$ cat config.mk
export PLATFORM = sky130hd
export DESIGN_NAME = tmc_top
export DESIGN_NICKNAME = d
export VERILOG_FILES = /design/src/design/tmc_top.v /design/src/design/tmc_edge_detect.v /design/src/design/tmc_mode_decode.v
export VERILOG_INCLUDE_DIRS = /design/src /design/src/design
export SDC_FILE = /design/constraint.sdc
export NUM_CORES = 1
export LEC_CHECK = 0
export BUFFER_PORTS_ARGS = -buffer_cell sky130_fd_sc_hd__buf_2
export CAP_MARGIN = 20
export CORE_ASPECT_RATIO = 1.2
export CORE_MARGIN = 1
export CORE_UTILIZATION = 50
export DETAILED_ROUTE_END_ITERATION = 10
export GPL_ROUTABILITY_DRIVEN = 0
export MAX_ROUTING_LAYER = met4
export PLACE_DENSITY = 0.78
export SETUP_SLACK_MARGIN = 0.05
export SYNTH_ARGS = -nofsm -noshare
export SYNTH_HDL_FRONTEND = slang
export SYNTH_HIERARCHICAL = 1
export SYNTH_SLANG_ARGS = --single-unit
$ cat constraint.sdc
create_clock -name I_REF_CLK -period 5.3 [get_ports I_REF_CLK]
set_clock_uncertainty 0.1 [all_clocks]
set_input_delay 0.795 -clock I_REF_CLK [delete_from_list [all_inputs] [get_ports I_REF_CLK]]
set_output_delay 0.795 -clock I_REF_CLK [all_outputs]
set_load 0.005 [all_outputs]
$ cat src/design/tmc_defines.vh
// register map, field positions, codes and reset values of the timer channel mode block
`ifndef TMC_DEFINES_VH
`define TMC_DEFINES_VH

// ************************************************************
// register offsets (byte addresses)
// ************************************************************
`define TMC_OFS_MODE0 12'h000
`define TMC_OFS_MODE1 12'h004
`define TMC_OFS_MODE2 12'h008
`define TMC_OFS_MODE3 12'h00C
`define TMC_OFS_START 12'h010
`define TMC_OFS_STAT 12'h014
`define TMC_OFS_MASK 12'h018
`define TMC_OFS_RUN 12'h01C

// ************************************************************
// mode register fields
// ************************************************************
`define TMC_CKS_HI 15
`define TMC_CKS_LO 14
`define TMC_CCS_BIT 12
`define TMC_B11_BIT 11
`define TMC_STS_HI 10
`define TMC_STS_LO 8
`define TMC_CIS_HI 7
`define TMC_CIS_LO 6
`define TMC_MD_HI 3
`define TMC_MD_LO 0
`define TMC_MODE_WMASK 16'hDFCF
`define TMC_MODE_RESET 16'h0000

// ************************************************************
// codes
// ************************************************************
`define TMC_STS_SW 3'b000
`define TMC_STS_EDGE 3'b001
`define TMC_STS_BOTH 3'b010
`define TMC_STS_MASTER 3'b100
`define TMC_CIS_FALL 2'b00
`define TMC_CIS_RISE 2'b01
`define TMC_CIS_LOW 2'b10
`define TMC_CIS_HIGH 2'b11
`define TMC_MD_INT0 4'b0000
`define TMC_MD_INT1 4'b0001
`define TMC_MD_CAP0 4'b0100
`define TMC_MD_CAP1 4'b0101
`define TMC_MD_EVT 4'b0110
`define TMC_MD_ONE0 4'b1000
`define TMC_MD_ONE1 4'b1001
`define TMC_MD_CAPONE 4'b1100

// ************************************************************
// status bit layout: [3:0] start irq, [7:4] trigger, [11:8] bad config
// ************************************************************
`define TMC_STAT_W 12
`define TMC_STAT_RESET 12'h000

`endif

$ cat src/design/tmc_top.v
// four-channel timer mode configuration with apb register access
`timescale 1ns/100ps
`include "tmc_defines.vh"

module tmc_top (
    input wire I_REF_CLK,
    input wire I_RST,
    input wire I_PSEL,
    input wire I_PENABLE,
    input wire I_PWRITE,
    input wire [11:0] I_PADDR,
    input wire [31:0] I_PWDATA,
    output reg [31:0] O_PRDATA,
    output reg O_PREADY,
    output reg O_PSLVERR,
    input wire [3:0] I_PRESCALED_CLOCK,
    input wire [3:0] I_TIMER_INPUT_PIN,
    input wire [3:0] I_MASTER_IRQ,
    output reg [3:0] O_COUNT_TICK,
    output reg [3:0] O_TRIGGER,
    output reg [3:0] O_START_IRQ,
    output reg [3:0] O_RUN,
    output reg [3:0] O_HALF_WIDTH,
    output reg O_LEAD_CHANNEL,
    output reg [11:0] O_KIND,
    output reg O_IRQ
);

// ************************************************************
// register storage
// ************************************************************
reg [15:0] mode0; // channel 0 mode word
reg [15:0] mode1; // channel 1 mode word
reg [15:0] mode2; // channel 2 mode word
reg [15:0] mode3; // channel 3 mode word
reg [`TMC_STAT_W-1:0] stat; // sticky event bits
reg [`TMC_STAT_W-1:0] mask; // interrupt enables, same layout
reg [3:0] run; // channel running flags

// ************************************************************
// apb decode
// ************************************************************
wire acc; // access phase
wire wr; // write takes effect this edge
reg hit; // address maps to a register
reg [31:0] rdata; // read mux

// zero wait states: ready with every access phase
assign acc = I_PSEL & I_PENABLE;
assign wr = acc & I_PWRITE;

// read mux and address decode
always @* begin
    hit = 1'b1;
    rdata = 32'h0000_0000;
    if (I_PADDR == `TMC_OFS_MODE0) begin
        rdata = {16'h0000, mode0};
    end else if (I_PADDR == `TMC_OFS_MODE1) begin
        rdata = {16'h0000, mode1};
    end else if (I_PADDR == `TMC_OFS_MODE2) begin
        rdata = {16'h0000, mode2};
    end else if (I_PADDR == `TMC_OFS_MODE3) begin
        rdata = {16'h0000, mode3};
    end else if (I_PADDR == `TMC_OFS_START) begin
        rdata = 32'h0000_0000; // write-only strobes read as zero
    end else if (I_PADDR == `TMC_OFS_STAT) begin
        rdata = {20'h0_0000, stat};
    end else if (I_PADDR == `TMC_OFS_MASK) begin
        rdata = {20'h0_0000, mask};
    end else if (I_PADDR == `TMC_OFS_RUN) begin
        rdata = {28'h000_0000, run};
    end else begin
        hit = 1'b0; // unmapped: error answer
    end
end

// bus answer registers
always @(posedge I_REF_CLK or posedge I_RST) begin
    if (I_RST) begin
        O_PRDATA <= 32'h0000_0000;
        O_PREADY <= 1'b0;
        O_PSLVERR <= 1'b0;
    end else begin
        // ready answers the setup phase so the access phase completes at once
        O_PREADY <= I_PSEL & ~I_PENABLE;
        O_PSLVERR <= I_PSEL & ~I_PENABLE & ~hit;
        if (I_PSEL & ~I_PENABLE & ~I_PWRITE) begin
            O_PRDATA <= rdata;
        end
    end
end

// ************************************************************
// mode registers
// ************************************************************
wire wr_ok; // write completing to a mapped address
assign wr_ok = wr & O_PREADY & hit;

// reserved bits 13,5,4 stay zero; bit 11 only exists on channels 1-3
always @(posedge I_REF_CLK or posedge I_RST) begin
    if (I_RST) begin
        mode0 <= `TMC_MODE_RESET;
        mode1 <= `TMC_MODE_RESET;
        mode2 <= `TMC_MODE_RESET;
        mode3 <= `TMC_MODE_RESET;
        mask <= `TMC_STAT_RESET;
    end else if (wr_ok) begin
        if (I_PADDR == `TMC_OFS_MODE0) begin
            mode0 <= I_PWDATA[15:0] & `TMC_MODE_WMASK & 16'hF7FF;
        end else if (I_PADDR == `TMC_OFS_MODE1) begin
            mode1 <= I_PWDATA[15:0] & `TMC_MODE_WMASK;
        end else if (I_PADDR == `TMC_OFS_MODE2) begin
            mode2 <= I_PWDATA[15:0] & `TMC_MODE_WMASK;
        end else if (I_PADDR == `TMC_OFS_MODE3) begin
            mode3 <= I_PWDATA[15:0] & `TMC_MODE_WMASK;
        end else if (I_PADDR == `TMC_OFS_MASK) begin
            mask <= I_PWDATA[`TMC_STAT_W-1:0];
        end
    end
end

// software start and stop strobes: bits 3:0 start, bits 7:4 stop
wire [3:0] sw_start; // software start trigger per channel
wire [3:0] sw_stop; // software stop per channel
assign sw_start = (wr_ok && I_PADDR == `TMC_OFS_START) ? I_PWDATA[3:0] : 4'h0;
assign sw_stop = (wr_ok && I_PADDR == `TMC_OFS_START) ? I_PWDATA[7:4] : 4'h0;

// ************************************************************
// per-channel decode
// ************************************************************
wire [63:0] mode_all; // four mode words side by side
assign mode_all = {mode3, mode2, mode1, mode0};

wire [3:0] edge_tick; // valid pin edge per channel
wire [3:0] hw_trig; // hardware trigger per channel
wire [3:0] legal; // configuration allowed
wire [3:0] st_irq; // mode interrupts at count start
wire [3:0] retrig; // retrigger honoured while running
wire [11:0] kind; // mode kind per channel
wire [3:0] base_clk; // channel base clock per channel
wire [3:0] trig; // combined start trigger per channel
wire [3:0] start_ok; // start accepted this cycle
wire [3:0] bad_cfg; // start attempted on prohibited setting

genvar g;
generate
    for (g = 0; g < 4; g = g + 1) begin : chan
        wire [15:0] m; // this channel's mode word
        assign m = mode_all[16*g+15:16*g];

        tmc_edge_detect u_edge (
            .i_clk(I_REF_CLK),
            .i_rst(I_RST),
            .i_pin(I_TIMER_INPUT_PIN[g]),
            .i_edge_sel(m[`TMC_CIS_HI:`TMC_CIS_LO]),
            .i_trig_sel(m[`TMC_STS_HI:`TMC_STS_LO]),
            .i_master_irq(I_MASTER_IRQ[g]),
            .o_count_edge(edge_tick[g]),
            .o_hw_trig(hw_trig[g])
        );

        tmc_mode_decode u_mode (
            .i_mode(m[`TMC_MD_HI:`TMC_MD_LO]),
            .i_trig_sel(m[`TMC_STS_HI:`TMC_STS_LO]),
            .o_kind(kind[3*g+2:3*g]),
            .o_start_irq(st_irq[g]),
            .o_retrig(retrig[g]),
            .o_legal(legal[g])
        );

        // code order 00,01,10,11 maps to prescaled clocks 0,2,1,3
        assign base_clk[g] =
            (m[`TMC_CKS_HI:`TMC_CKS_LO] == 2'b00) ? I_PRESCALED_CLOCK[0] :
            (m[`TMC_CKS_HI:`TMC_CKS_LO] == 2'b01) ? I_PRESCALED_CLOCK[2] :
            (m[`TMC_CKS_HI:`TMC_CKS_LO] == 2'b10) ? I_PRESCALED_CLOCK[1] :
            I_PRESCALED_CLOCK[3];

        // software start always valid; hardware per trigger select
        assign trig[g] = sw_start[g] | hw_trig[g];

        // once running, one-count kinds retrigger only when allowed
        assign start_ok[g] = trig[g] & legal[g] &
            (~run[g] | (kind[3*g+2:3*g] == 3'd3 & retrig[g]));
        assign bad_cfg[g] = trig[g] & ~legal[g];
    end
endgenerate

// ************************************************************
// run flags and registered channel outputs
// ************************************************************
// a prohibited code keeps the channel stopped; stop strobe wins over start
always @(posedge I_REF_CLK or posedge I_RST) begin
    if (I_RST) begin
        run <= 4'h0;
        O_COUNT_TICK <= 4'h0;
        O_TRIGGER <= 4'h0;
        O_START_IRQ <= 4'h0;
        O_RUN <= 4'h0;
        O_HALF_WIDTH <= 4'h0;
        O_LEAD_CHANNEL <= 1'b0;
        O_KIND <= 12'h000;
    end else begin
        run <= (run | start_ok) & ~sw_stop & legal;
        // count clock: base clock or pin valid edges
        O_COUNT_TICK <= {mode3[`TMC_CCS_BIT] ? edge_tick[3] : base_clk[3],
                         mode2[`TMC_CCS_BIT] ? edge_tick[2] : base_clk[2],
                         mode1[`TMC_CCS_BIT] ? edge_tick[1] : base_clk[1],
                         mode0[`TMC_CCS_BIT] ? edge_tick[0] : base_clk[0]};
        O_TRIGGER <= start_ok;
        // interrupt at count start only for modes that ask for it
        O_START_IRQ <= start_ok & ~run & st_irq;
        O_RUN <= (run | start_ok) & ~sw_stop & legal;
        // bit 11 is the half-width select on channels 1 and 3 only
        O_HALF_WIDTH <= {mode3[`TMC_B11_BIT], 1'b0, mode1[`TMC_B11_BIT], 1'b0};
        O_LEAD_CHANNEL <= mode2[`TMC_B11_BIT];
        O_KIND <= kind;
    end
end

// ************************************************************
// sticky status and interrupt
// ************************************************************
wire [`TMC_STAT_W-1:0] events; // this cycle's events
wire [`TMC_STAT_W-1:0] clr; // write-one-to-clear bits
assign events = {bad_cfg, start_ok, start_ok & ~run & st_irq};
assign clr = (wr_ok && I_PADDR == `TMC_OFS_STAT) ? I_PWDATA[`TMC_STAT_W-1:0]
                                                 : `TMC_STAT_RESET;

// a new event beats a clear landing in the same cycle
always @(posedge I_REF_CLK or posedge I_RST) begin
    if (I_RST) begin
        stat <= `TMC_STAT_RESET;
        O_IRQ <= 1'b0;
    end else begin
        stat <= (stat & ~clr) | events;
        O_IRQ <= |(((stat & ~clr) | events) & mask);
    end
end

endmodule

$ cat src/design/tmc_edge_detect.v
// valid edge and trigger decode for one timer channel
`timescale 1ns/100ps
`include "tmc_defines.vh"

module tmc_edge_detect (
    input wire i_clk,
    input wire i_rst,
    input wire i_pin,
    input wire [1:0] i_edge_sel,
    input wire [2:0] i_trig_sel,
    input wire i_master_irq,
    output reg o_count_edge,
    output reg o_hw_trig
);

// ************************************************************
// pin history
// ************************************************************
reg pin_q; // pin one cycle ago
wire rise; // rising edge seen
wire fall; // falling edge seen
reg valid_edge; // edge chosen by edge select

assign rise = i_pin & ~pin_q;
assign fall = ~i_pin & pin_q;

// the valid edge selected for counting and for trigger 001
always @* begin
    case (i_edge_sel)
        `TMC_CIS_FALL: valid_edge = fall;
        `TMC_CIS_RISE: valid_edge = rise;
        // width measurement: both edges are valid
        default: valid_edge = rise | fall;
    endcase
end

// register edge and trigger so both outputs come from flip-flops
always @(posedge i_clk or posedge i_rst) begin
    if (i_rst) begin
        pin_q <= 1'b0;
        o_count_edge <= 1'b0;
        o_hw_trig <= 1'b0;
    end else begin
        pin_q <= i_pin;
        o_count_edge <= valid_edge;
        case (i_trig_sel)
            `TMC_STS_EDGE: o_hw_trig <= valid_edge;
            `TMC_STS_BOTH: o_hw_trig <= rise | fall;
            `TMC_STS_MASTER: o_hw_trig <= i_master_irq;
            // software only or prohibited: hardware ignored
            default: o_hw_trig <= 1'b0;
        endcase
    end
end

endmodule

$ cat src/design/tmc_mode_decode.v
// operation mode decode for one timer channel
`timescale 1ns/100ps
`include "tmc_defines.vh"

module tmc_mode_decode (
    input wire [3:0] i_mode,
    input wire [2:0] i_trig_sel,
    output reg [2:0] o_kind,
    output reg o_start_irq,
    output reg o_retrig,
    output reg o_legal
);

// kind: 0 interval, 1 capture, 2 event, 3 one-count, 4 capture+one-count
always @* begin
    o_kind = 3'd0;
    o_start_irq = 1'b0;
    o_retrig = 1'b0;
    o_legal = 1'b1;
    case (i_mode)
        `TMC_MD_INT0: o_kind = 3'd0;
        `TMC_MD_INT1: begin
            o_kind = 3'd0;
            o_start_irq = 1'b1;
        end
        `TMC_MD_CAP0: o_kind = 3'd1;
        `TMC_MD_CAP1: begin
            o_kind = 3'd1;
            o_start_irq = 1'b1;
        end
        `TMC_MD_EVT: o_kind = 3'd2;
        `TMC_MD_ONE0: o_kind = 3'd3;
        `TMC_MD_ONE1: begin
            o_kind = 3'd3;
            o_retrig = 1'b1;
        end
        `TMC_MD_CAPONE: o_kind = 3'd4;
        default: o_legal = 1'b0;
    endcase
    // unlisted trigger codes are prohibited
    if (i_trig_sel != `TMC_STS_SW && i_trig_sel != `TMC_STS_EDGE &&
        i_trig_sel != `TMC_STS_BOTH && i_trig_sel != `TMC_STS_MASTER) begin
        o_legal = 1'b0;
    end
end

endmodule

==> impl_metrics.csv, run 1 <==
group,metric,value,unit
status,run_status,"complete, no violations",
power,peakVddDrop,0.177,mV
power,leak,3.97,nW
power,power.share.switching,0.227,
synthesis,postSynthCellCount,607,
setup_path,crit_path_max_fanout,28,
routing,routedWlPerCell,21.0,um
placed_design,portBuffers,92,
routing,remaining_drc_errors,0,
die,die_h,131,um
power,p_int,1.84,mW
routing,drt-pass1-iter-count,7,
setup_path,worst_ep_arrival_time,3.56,ns
clocking,worst_skew_pair.late_latency,0.43,ns
clocking,postCtsSetupRepairBufs,0,
synthesis,yosys_warnings,6,
synthesis,synth_cell_type_count,64,
clocking,tritoncts.num_buffers,17,
grt,grt_max_degree,90,
placed_design,dpl-instance-area,0.00739,mm2
timing,setup_repair_after_global_routing_missed_its_margin,"false",
setup_path,endpoint_kind,"register",
layout,final_net_count,762,
die,row_count,46,
layout,diode_count,0,
clocking,ctsHoldBuffers,0,
layout,post_route_cells_drive_above_1_share,0.278,
setup_path,critPathRequiredTime,5.47,ns
timing,period_needed,3.38,ns
timing,hold_viol,0,
die,core-area,0.0134,mm2
routing,antenna_left,0,
setup_path,worstSetupPathType,"in -> reg",
synthesis,ys_seq_area_frac,0.490,
grt,use_met2,0.418,
layout,most-common-layout-cells,"sky130_fd_sc_hd__dfrtp_1 (136), sky130_fd_sc_hd__buf_2 (92), sky130_fd_sc_hd__nand2_1 (54)",
grt,vias_in_the_first_global_route,5405,
synthesis,synth-async-reset-ratio,1.00,
power,pwr_density_cell,298,mW/mm2
timing,max_freq,0.295,GHz
synthesis,avgSynthCellArea,11.5,um2
clocking,post_cts_resize_count,0,
synthesis,synth_enable_flop_cells,0,
grt,top_usage_layer,"met2",
timing,final.period_utilization,0.639,
power,pwr-share-comb,0.055,
die,floorplan_die_area,0.0144,mm2
layout,postLayoutCellArea,0.00801,mm2
grt,grt.met3_usage,0.0546,
grt,grt_first_pass_wirelength,28.9,mm
clocking,clkTransAtPathRegs,0.06,ns
placed_design,dp_cells,841,
die,die_w,110,um
power,power_frac_seq,0.445,
placed_design,dp.final_hpwl,13.0,mm
synthesis,syn-cell-area,0.00695,mm2
routing,first_iter_violations,416,
layout,final-instance-count-excl-fill,874,
flow_run,maxCapViolCount,0,
synthesis,synth_top_flop_cell,"sky130_fd_sc_hd__dfrtp_1",
min_path,worst_hold_path_type,"in -> async",
layout,layout_commonest_cell,"sky130_fd_sc_hd__dfrtp_1",
setup_path,cp-start-kind,"input port",
die,pin_count,129,
power,p_clk_frac,0.501,
clocking,cts_tree,"yes",
grt,global_route.usage.met1,0.343,
timing,finalMaxSlewViolations,0,
routing,routed-via-count,5471,
layout,flow.area_growth_from_synthesis,15.3,%
routing,routed_wl,18.3,mm
layout,fill_cells,1091,
synthesis,synth-seq-cells,136,
grt,grt.total_usage,0.278,
timing,tightestPinTransition,1.14,ns
timing,timing.slew.headroom,0.240,
power,p_switching,0.541,mW
clocking,h_tree_level_count,4,
grt,antenna_found_initial,0,
clocking,cts_sinks,136,
grt,grt.overflow.total,0,
routing,route.detailed.vias_per_inst,6.26,
clocking,cts-root-buf,"sky130_fd_sc_hd__clkbuf_16",
die,start_util,0.518,
clocking,cts_buffer_depth,2,
timing,setup_total_negative_slack,0,ns
timing,final_setup_violation_count,0,
-- path summary, 6_finish.rpt --
kind                                           start  cells after the start  slack, ns                                 end
max                                       I_PADDR[2]                      7       1.92                     O_IRQ$_DFF_PP0_
min                                            I_RST                      2       0.24  chan[0].u_edge/o_hw_trig$_DFF_PP0_
max reg2reg                 chan[1].m[8]$_DFFE_PP0P_                      8       2.45                     O_IRQ$_DFF_PP0_
min reg2reg                chan[1].m[11]$_DFFE_PP0P_                      0       0.32           O_HALF_WIDTH[1]$_DFF_PP0_
max in group asynchronous                      I_RST                      4       3.53           O_COUNT_TICK[2]$_DFF_PP0_
min in group I_REF_CLK     chan[1].m[11]$_DFFE_PP0P_                      0       0.32           O_HALF_WIDTH[1]$_DFF_PP0_
-- cells by family (layout without fill, tap and decap cells) --
| kind of cell | count (synthesis) | in the layout | share of synthesized area |
|---|---|---|---|
| buffers and inverters | 68 | 149 | 0.0572 |
| adder cells (fa/ha/maj) | 12 | 12 | 0.0202 |
| AO/OA/AOI/OAI | 127 | 127 | 0.137 |
| AND/OR/NAND/NOR | 176 | 176 | 0.151 |
| other | 1 | 19 | 0.000540 |
| flip-flops | 136 | 136 | 0.490 |
| multiplexers | 87 | 87 | 0.144 |
-- cells in the mapped netlist (8+ instances only) --
master	count	area share
sky130_fd_sc_hd__a21o_1	12	0.013
sky130_fd_sc_hd__a21oi_1	18	0.013
sky130_fd_sc_hd__a221oi_1	14	0.018
sky130_fd_sc_hd__a22oi_1	8	0.0086
sky130_fd_sc_hd__a31oi_1	10	0.0090
sky130_fd_sc_hd__buf_4	24	0.026
sky130_fd_sc_hd__dfrtp_1	136	0.49
sky130_fd_sc_hd__ha_1	8	0.014
sky130_fd_sc_hd__inv_1	21	0.011
sky130_fd_sc_hd__mux2_1	21	0.034
sky130_fd_sc_hd__mux2_2	45	0.073
sky130_fd_sc_hd__mux2i_1	17	0.024
sky130_fd_sc_hd__nand2_1	54	0.029
sky130_fd_sc_hd__nand2b_1	20	0.018
sky130_fd_sc_hd__nand3_1	12	0.0086
sky130_fd_sc_hd__nor2_1	23	0.012
sky130_fd_sc_hd__nor3_1	8	0.0058
sky130_fd_sc_hd__nor3b_1	12	0.013
sky130_fd_sc_hd__o21ai_0	16	0.012
-- per-layer routing --
layer | share of wire | vias up
met5 | 0 | -
li1 | - | 2374
met1 | 0.38 | 2668
met2 | 0.48 | 337
met3 | 0.081 | 92
met4 | 0.057 | 0
-- registers in the layout (all words and copies together), names as in the netlist --
signal and flops:
O_HALF_WIDTH 2, O_PRDATA 15, stat 12, O_LEAD_CHANNEL 1, O_KIND 12, O_PREADY 1, O_IRQ 1, chan.u_edge/o_hw_trig 4
chan.u_edge/pin_q 4, chan.u_edge/o_count_edge 4, O_TRIGGER 4, O_START_IRQ 4, run 4, mask 12, chan.m 51, O_COUNT_TICK 4
O_PSLVERR 1
-- power by group through the flow --
stage                     Clock [mW]  Combinational [mW]  Sequential, mW
after floorplan                    0              0.0750            1.08
after global placement             0               0.121            1.08
after detailed placement           0               0.126            1.08
after CTS                       1.20               0.127            1.06
after global routing            1.24               0.143            1.06
final                           1.19               0.130            1.06
-- cell type report --
type / count / area, um2 / area share
Clock buffer: 24 / 502 / 0.0626
Clock inverter: 8 / 92.6 / 0.0116
Inverter: 22 / 85.1 / 0.0106
Multi-Input combinational cell: 421 / 3220 / 0.401
Sequential cell: 136 / 3400 / 0.425
Tap cell: 168 / 210 / 0.0262
Timing Repair Buffer: 95 / 503 / 0.0628
-- worst max-delay path: stages --
cell and delay [ns]:
sky130_fd_sc_hd__buf_2 0.51, sky130_fd_sc_hd__inv_2 0.27, sky130_fd_sc_hd__nor2_1 0.92, sky130_fd_sc_hd__nand3_1 0.24
sky130_fd_sc_hd__a211o_1 0.33, sky130_fd_sc_hd__a2111oi_2 0.31, sky130_fd_sc_hd__nand4_1 0.16
-- through the flow --
step	util	hold WS [ns]	setup WS [ns]	total power, mW
global placement	0.551	0.307	1.75	1.20
finish	0.598	0.242	1.92	2.39
detailed placement	0.551	0.311	1.65	1.20
global route	0.598	0.250	1.85	2.45
CTS	0.595	0.236	2.06	2.39
floorplan	-	0.267	1.11	1.15
No activity file was read; power rests on OpenSTA's default activity.
==> run 2, diff against run 1 <==
Settings changed: PLACE_DENSITY 0.78 to 0.81.
Clock period 5.3 ns to 3.1 ns, I/O delays scaled along.
==> run 2 against run 1 <==
  * Design area is 0.42% higher
  * Worst hold slack worse by 0.17 ns
  * Combinational power is 74% higher
  * Critical path type is now reg -> reg
  * Clock-buffer cell count is 2 lower
  * Sequential share of layout area is 0.18 points lower
  * Sequential power is 71% higher
  * Register-to-register slack worse by 2.2 ns
==> impl_metrics.csv, run 2 (synthesized netlist as in run 1, its figures left out) <==
group,metric,value,unit
setup_path,worst_ep_arrival_time,3.00,ns
timing,finalHoldWorstSlack,0.0737,ns
die,core-area,0.0134,mm2
die,die_h,131,um
die,row_count,46,
timing,hold_viol,0,
grt,grt.overflow.total,0,
setup_path,critPathRequiredTime,3.27,ns
setup_path,crit_path_max_fanout,6,
grt,grt_first_pass_wirelength,29.4,mm
timing,max_freq,0.353,GHz
setup_path,critical-path-top-delay-family,"compound AO/OA/AOI/OAI gates",
power,leak,4.01,nW
setup_path,worst-path-buf-inv,1,
grt,grt.total_usage,0.283,
die,die_w,110,um
setup_path,critical_path.cell_chain,"maj3_1, a221oi_2, inv_1, o2bb2ai_1, a221oi_1, nand2_1, a2111oi_0, nand4_1",
timing,timing.final.ws_setup,0.267,ns
status,run_status,"complete, no violations",
layout,flow.area_growth_from_synthesis,15.8,%
grt,grt_max_degree,77,
clocking,worst_skew_pair.late_latency,0.44,ns
flow_run,maxCapViolCount,0,
layout,diode_count,0,
layout,flip_flop_count_of_the_largest_register_all_copies_and_words_added,51,
min_path,whs_endpoint,"chan[1].u_edge/pin_q$_DFF_PP0_",
timing,period_needed,2.83,ns
routing,routed-via-count,5477,
layout,final-instance-count-excl-fill,892,
routing,routed_wl,18.4,mm
routing,route.detailed.vias_per_inst,6.14,
routing,antenna_left,0,
placed_design,dp_slack,0.238,ns
clocking,cts_sinks,136,
layout,final_net_count,780,
timing,finalMaxSlewViolations,0,
clocking,cts-root-buf,"sky130_fd_sc_hd__clkbuf_16",
setup_path,endpoint_kind,"register",
routing,routedWlPerCell,20.6,um
setup_path,cp-start-kind,"register",
layout,postLayoutCellArea,0.00805,mm2
clocking,cts_buffer_depth,2,
timing,timing.slew.headroom,0.351,
layout,post_route_cells_drive_above_1_share,0.291,
placed_design,dp_cells,859,
placed_design,portBuffers,92,
placed_design,dp.final_hpwl,13.2,mm
layout,layout_commonest_cell,"sky130_fd_sc_hd__dfrtp_1",
layout,most-common-layout-cells,"sky130_fd_sc_hd__dfrtp_1 (136), sky130_fd_sc_hd__buf_2 (92), sky130_fd_sc_hd__nand2_1 (54)",
setup_path,crit_slowest_cell,"sky130_fd_sc_hd__a2111oi_0",
clocking,tritoncts.num_buffers,17,
die,start_util,0.518,
routing,remaining_drc_errors,0,
grt,antenna_found_initial,0,
routing,routed-wl-met3,1.53,mm
routing,wl_met1,7.16,mm
routing,route.met2.wl,8.85,mm
clocking,post_cts_resize_count,0,
timing,final.period_utilization,0.914,
die,pin_count,129,
clocking,clkTransAtPathRegs,0.05,ns
power,design_power_total,3.82,mW
routing,drt-pass1-iter-count,6,
setup_path,worstRegToRegCells,8,
timing,tightestPinTransition,0.974,ns
power,peakVddDrop,0.340,mV
routing,first_iter_violations,433,
layout,final_util,0.600,
setup_path,regToRegEndpoint,"O_IRQ$_DFF_PP0_",
clocking,h_tree_level_count,4,
power,pwr_density_cell,474,mW/mm2
routing,dr.max_layer_used,"met4",
grt,vias_in_the_first_global_route,5575,
setup_path,rrSetupSlack,0.27,ns
setup_path,worst_path_largest_cell_delay,0.54,ns
clocking,cts_tree,"yes",
layout,fill_cells,1074,
timing,setup_total_negative_slack,0,ns
timing,setup_repair_after_global_routing_missed_its_margin,"false",
setup_path,rr_startpoint,"chan[3].m[9]$_DFFE_PP0P_",
placed_design,dpl-instance-area,0.00753,mm2
min_path,hold_path_startpoint,"I_TIMER_INPUT_PIN[1]",
setup_path,worstSetupPathType,"reg -> reg",
timing,final_setup_violation_count,0,
die,floorplan_die_area,0.0144,mm2
min_path,worstHoldPathCells,1,
min_path,worst_hold_path_type,"in -> reg",
[run 2: changes by cell type in the layout (fill, tap and decap cells not counted), moves of 2 or more]
cell                         change
sky130_fd_sc_hd__buf_4          +18
sky130_fd_sc_hd__bufinv_16       -2
sky130_fd_sc_hd__clkinv_2        +3
sky130_fd_sc_hd__clkbuf_8        -4
sky130_fd_sc_hd__clkbuf_1        +2
sky130_fd_sc_hd__clkinvlp_4      +2
[run 2: routing by layer]
metal  vias to the layer above  track usage
li1                       2410            -
met1                      2676        0.347
met2                       315        0.427
met3                        76       0.0729
met4                         0        0.148
met5                         -            -
[run 2: layout make-up]
type,instances,area (um2),area share
tap,168,210,0.0261
sequential,136,3400,0.423
timing repair buffer,113,621,0.0771
inverter,22,86.3,0.0107
clock inverter,10,55.1,0.00684
clock buffer,22,454,0.0564
multi-input combinational,421,3220,0.400
[run 2: how the worst max path moves through the flow]
| stage | startpoint | to | slack, ns | cells past startpoint |
|---|---|---|---|---|
| global route | chan[3].m[8]$_DFFE_PP0P_ | O_IRQ$_DFF_PP0_ | 0.09 | 8 |
| floorplan | I_PADDR[7] | chan[2].m[1]$_DFFE_PP0P_ | 0.82 | 7 |
| detailed placement | I_PADDR[11] | O_IRQ$_DFF_PP0_ | 0.24 | 7 |
| CTS | chan[3].m[9]$_DFFE_PP0P_ | O_IRQ$_DFF_PP0_ | 0.32 | 8 |
| global placement | I_PADDR[11] | chan[2].m[6]$_DFFE_PP0P_ | 0.31 | 7 |
| finish | chan[3].m[9]$_DFFE_PP0P_ | O_IRQ$_DFF_PP0_ | 0.27 | 8 |
[run 2: power by group]
part	internal (mW)	switching, mW	leakage, nW	total (mW)
logic	0.0735	0.152	1.91	0.226
registers	1.80	0.0141	1.84	1.81
clock network	1.03	0.750	0.253	1.78
[run 2: worst reg2reg max path, cell delays in order (launching register included)]
cell and delay [ns]:
sky130_fd_sc_hd__dfrtp_1 0.44, sky130_fd_sc_hd__maj3_1 0.41, sky130_fd_sc_hd__a221oi_2 0.28, sky130_fd_sc_hd__inv_1 0.13
sky130_fd_sc_hd__o2bb2ai_1 0.18, sky130_fd_sc_hd__a221oi_1 0.31, sky130_fd_sc_hd__nand2_1 0.08, sky130_fd_sc_hd__a2111oi_0 0.54
sky130_fd_sc_hd__nand4_1 0.20
[run 2: repair_timing]
| action | 4_1_cts | 5_1_grt |
|---|---|---|
| endpoints found under the hold margin | 12 | 0 |
| hold buffers | 1 | 0 |
| buffers inserted | 0 | 0 |
==> run 3, diff against run 2 <==
Settings changed: BUFFER_PORTS_ARGS -buffer_cell sky130_fd_sc_hd__buf_2 to unset, CORE_UTILIZATION 50 to 45, DONT_BUFFER_PORTS set to 1, PLACE_DENSITY 0.81 to 0.67.
==> run 3 against run 2 <==
  * Critical path depth unchanged
  * Power decreased by 0.51%
  * Wire length about the same
  * Clock power increased by 3%
  * Sequential power about the same
  * Sequential share of layout area increased by 2.1 points
  * Register-to-register slack improved by 0.05 ns
  * Global-route usage decreased by 3.2 points
  * Design area decreased by 4.7%
==> impl_metrics.csv, run 3 (synthesized netlist as in run 1, its figures left out) <==
group,metric,value,unit
status,run_status,"complete, no violations",
layout,most-common-layout-cells,"sky130_fd_sc_hd__dfrtp_1 (136), sky130_fd_sc_hd__nand2_1 (54), sky130_fd_sc_hd__mux2_2 (45)",
setup_path,setup.worst_path.end,"O_IRQ$_DFF_PP0_",
setup_path,cp_num_cells,8,
clocking,cts-root-buf,"sky130_fd_sc_hd__clkbuf_16",
timing,period_needed,2.79,ns
setup_path,worst_path_largest_cell_delay,0.53,ns
timing,timing.final.ws_setup,0.312,ns
grt,grt_max_degree,71,
clocking,clkTransAtPathRegs,0.05,ns
grt,antenna_found_initial,0,
timing,timing.slew.headroom,0.557,
die,die_w,115,um
timing,max_freq,0.359,GHz
clocking,worst_skew_pair.late_latency,0.43,ns
min_path,hold_path_startpoint,"I_PWDATA[4]",
setup_path,crit_path_max_fanout,6,
setup_path,endpoint_kind,"register",
min_path,worstHoldPathCells,1,
timing,setup_repair_after_global_routing_missed_its_margin,"false",
setup_path,worstSetupPathType,"reg -> reg",
layout,flip_flop_count_of_the_largest_register_all_copies_and_words_added,51,
clocking,cts_tree,"yes",
routing,routed-via-count,4997,
die,floorplan_die_area,0.0159,mm2
placed_design,dpl-instance-area,0.00709,mm2
timing,tightestPinTransition,0.659,ns
routing,first_iter_violations,343,
die,start_util,0.463,
grt,grt_first_pass_wirelength,28.9,mm
layout,flow.area_growth_from_synthesis,10.3,%
routing,routed_wl,18.4,mm
setup_path,rrSetupSlack,0.31,ns
routing,remaining_drc_errors,0,
clocking,cts_sinks,136,
grt,grt.total_usage,0.251,
setup_path,regToRegEndpoint,"O_IRQ$_DFF_PP0_",
setup_path,worstRegToRegCells,8,
min_path,worst_hold_path_type,"in -> reg",
routing,drt-pass1-iter-count,5,
placed_design,dp.final_hpwl,13.2,mm
setup_path,cp-start-kind,"register",
routing,antenna_left,0,
die,die_h,138,um
setup_path,crit_slowest_cell,"sky130_fd_sc_hd__a2111oi_0",
layout,final_net_count,687,
grt,grt.overflow.total,0,
setup_path,worst-path-buf-inv,1,
clocking,cts_buffer_depth,2,
layout,diode_count,0,
clocking,postCtsSetupRepairBufs,0,
routing,routedWlPerCell,22.1,um
clocking,h_tree_level_count,4,
grt,vias_in_the_first_global_route,5232,
placed_design,portBuffers,0,
routing,route.detailed.vias_per_inst,6.00,
setup_path,critical_path.cell_chain,"maj3_1, a221oi_2, inv_1, o2bb2ai_1, a221oi_1, nand2_1, a2111oi_0, nand4_1",
layout,post_route_cells_drive_above_1_share,0.176,
setup_path,critPathRequiredTime,3.26,ns
power,pwr_density_cell,495,mW/mm2
clocking,tritoncts.num_buffers,17,
setup_path,startpoint,"chan[3].m[8]$_DFFE_PP0P_",
layout,layout_commonest_cell,"sky130_fd_sc_hd__dfrtp_1",
clocking,post_cts_resize_count,0,
die,core-area,0.0150,mm2
layout,postLayoutCellArea,0.00766,mm2
flow_run,maxCapViolCount,0,
die,pin_count,129,
placed_design,dp_slack,0.347,ns
timing,finalMaxSlewViolations,0,
setup_path,rr_startpoint,"chan[3].m[8]$_DFFE_PP0P_",
die,row_count,49,
setup_path,critical-path-top-delay-family,"compound AO/OA/AOI/OAI gates",
timing,final.period_utilization,0.899,
setup_path,worst_ep_arrival_time,2.95,ns
timing,hold_viol,0,
timing,setup_total_negative_slack,0,ns
power,peakVddDrop,0.327,mV
layout,final_util,0.510,
timing,final_setup_violation_count,0,
power,leak,3.59,nW
timing,finalHoldWorstSlack,0.0375,ns
run 3: cell type report:
class | instances | area, um2
clock inverters | 3 | 15.0
inverters | 22 | 86.3
clock buffers | 27 | 513
repair buffers | 20 | 175
flip-flops and latches | 136 | 3400
multi-input cells | 421 | 3220
fillers | 1344 | 7360
well taps | 204 | 255
run 3: metrics by stage:
step | cells | total power, mW
detailed placement | 798 | 1.98
global placement | 798 | 1.97
global route | 833 | 3.92
finish | 833 | 3.80
CTS | 833 | 3.82
floorplan | 625 | 1.97
run 3: routing by layer:
metal	GRT usage	vias up	routed length (um)	part of all wire
met5	-	-	0	0
li1	-	2214	-	-
met2	0.388	214	8930	0.48
met4	0.129	0	673	0.037
met1	0.295	2521	7370	0.40
met3	0.0745	48	1440	0.078
run 3: worst min path at each step:
stage / endpoint
global route: run[0]$_DFF_PP0_
global placement: chan[0].u_edge/o_count_edge$_DFF_PP0_
detailed placement: chan[2].u_edge/o_count_edge$_DFF_PP0_
finish: run[0]$_DFF_PP0_
floorplan: chan[0].u_edge/o_count_edge$_DFF_PP0_
CTS: run[0]$_DFF_PP0_
run 3: power by group:
group	total, mW	internal (mW)	switching (mW)	leakage (nW)
logic	0.134	0.0464	0.0873	1.49
registers	1.82	1.80	0.0190	1.84
clock network	1.84	1.11	0.729	0.263
total	3.80	2.96	0.836	3.59
run 3: what timing repair did:
action	in CTS	in global routing
hold endpoints to repair	37	0
hold buffers	5	0
setup endpoints to repair	0	0
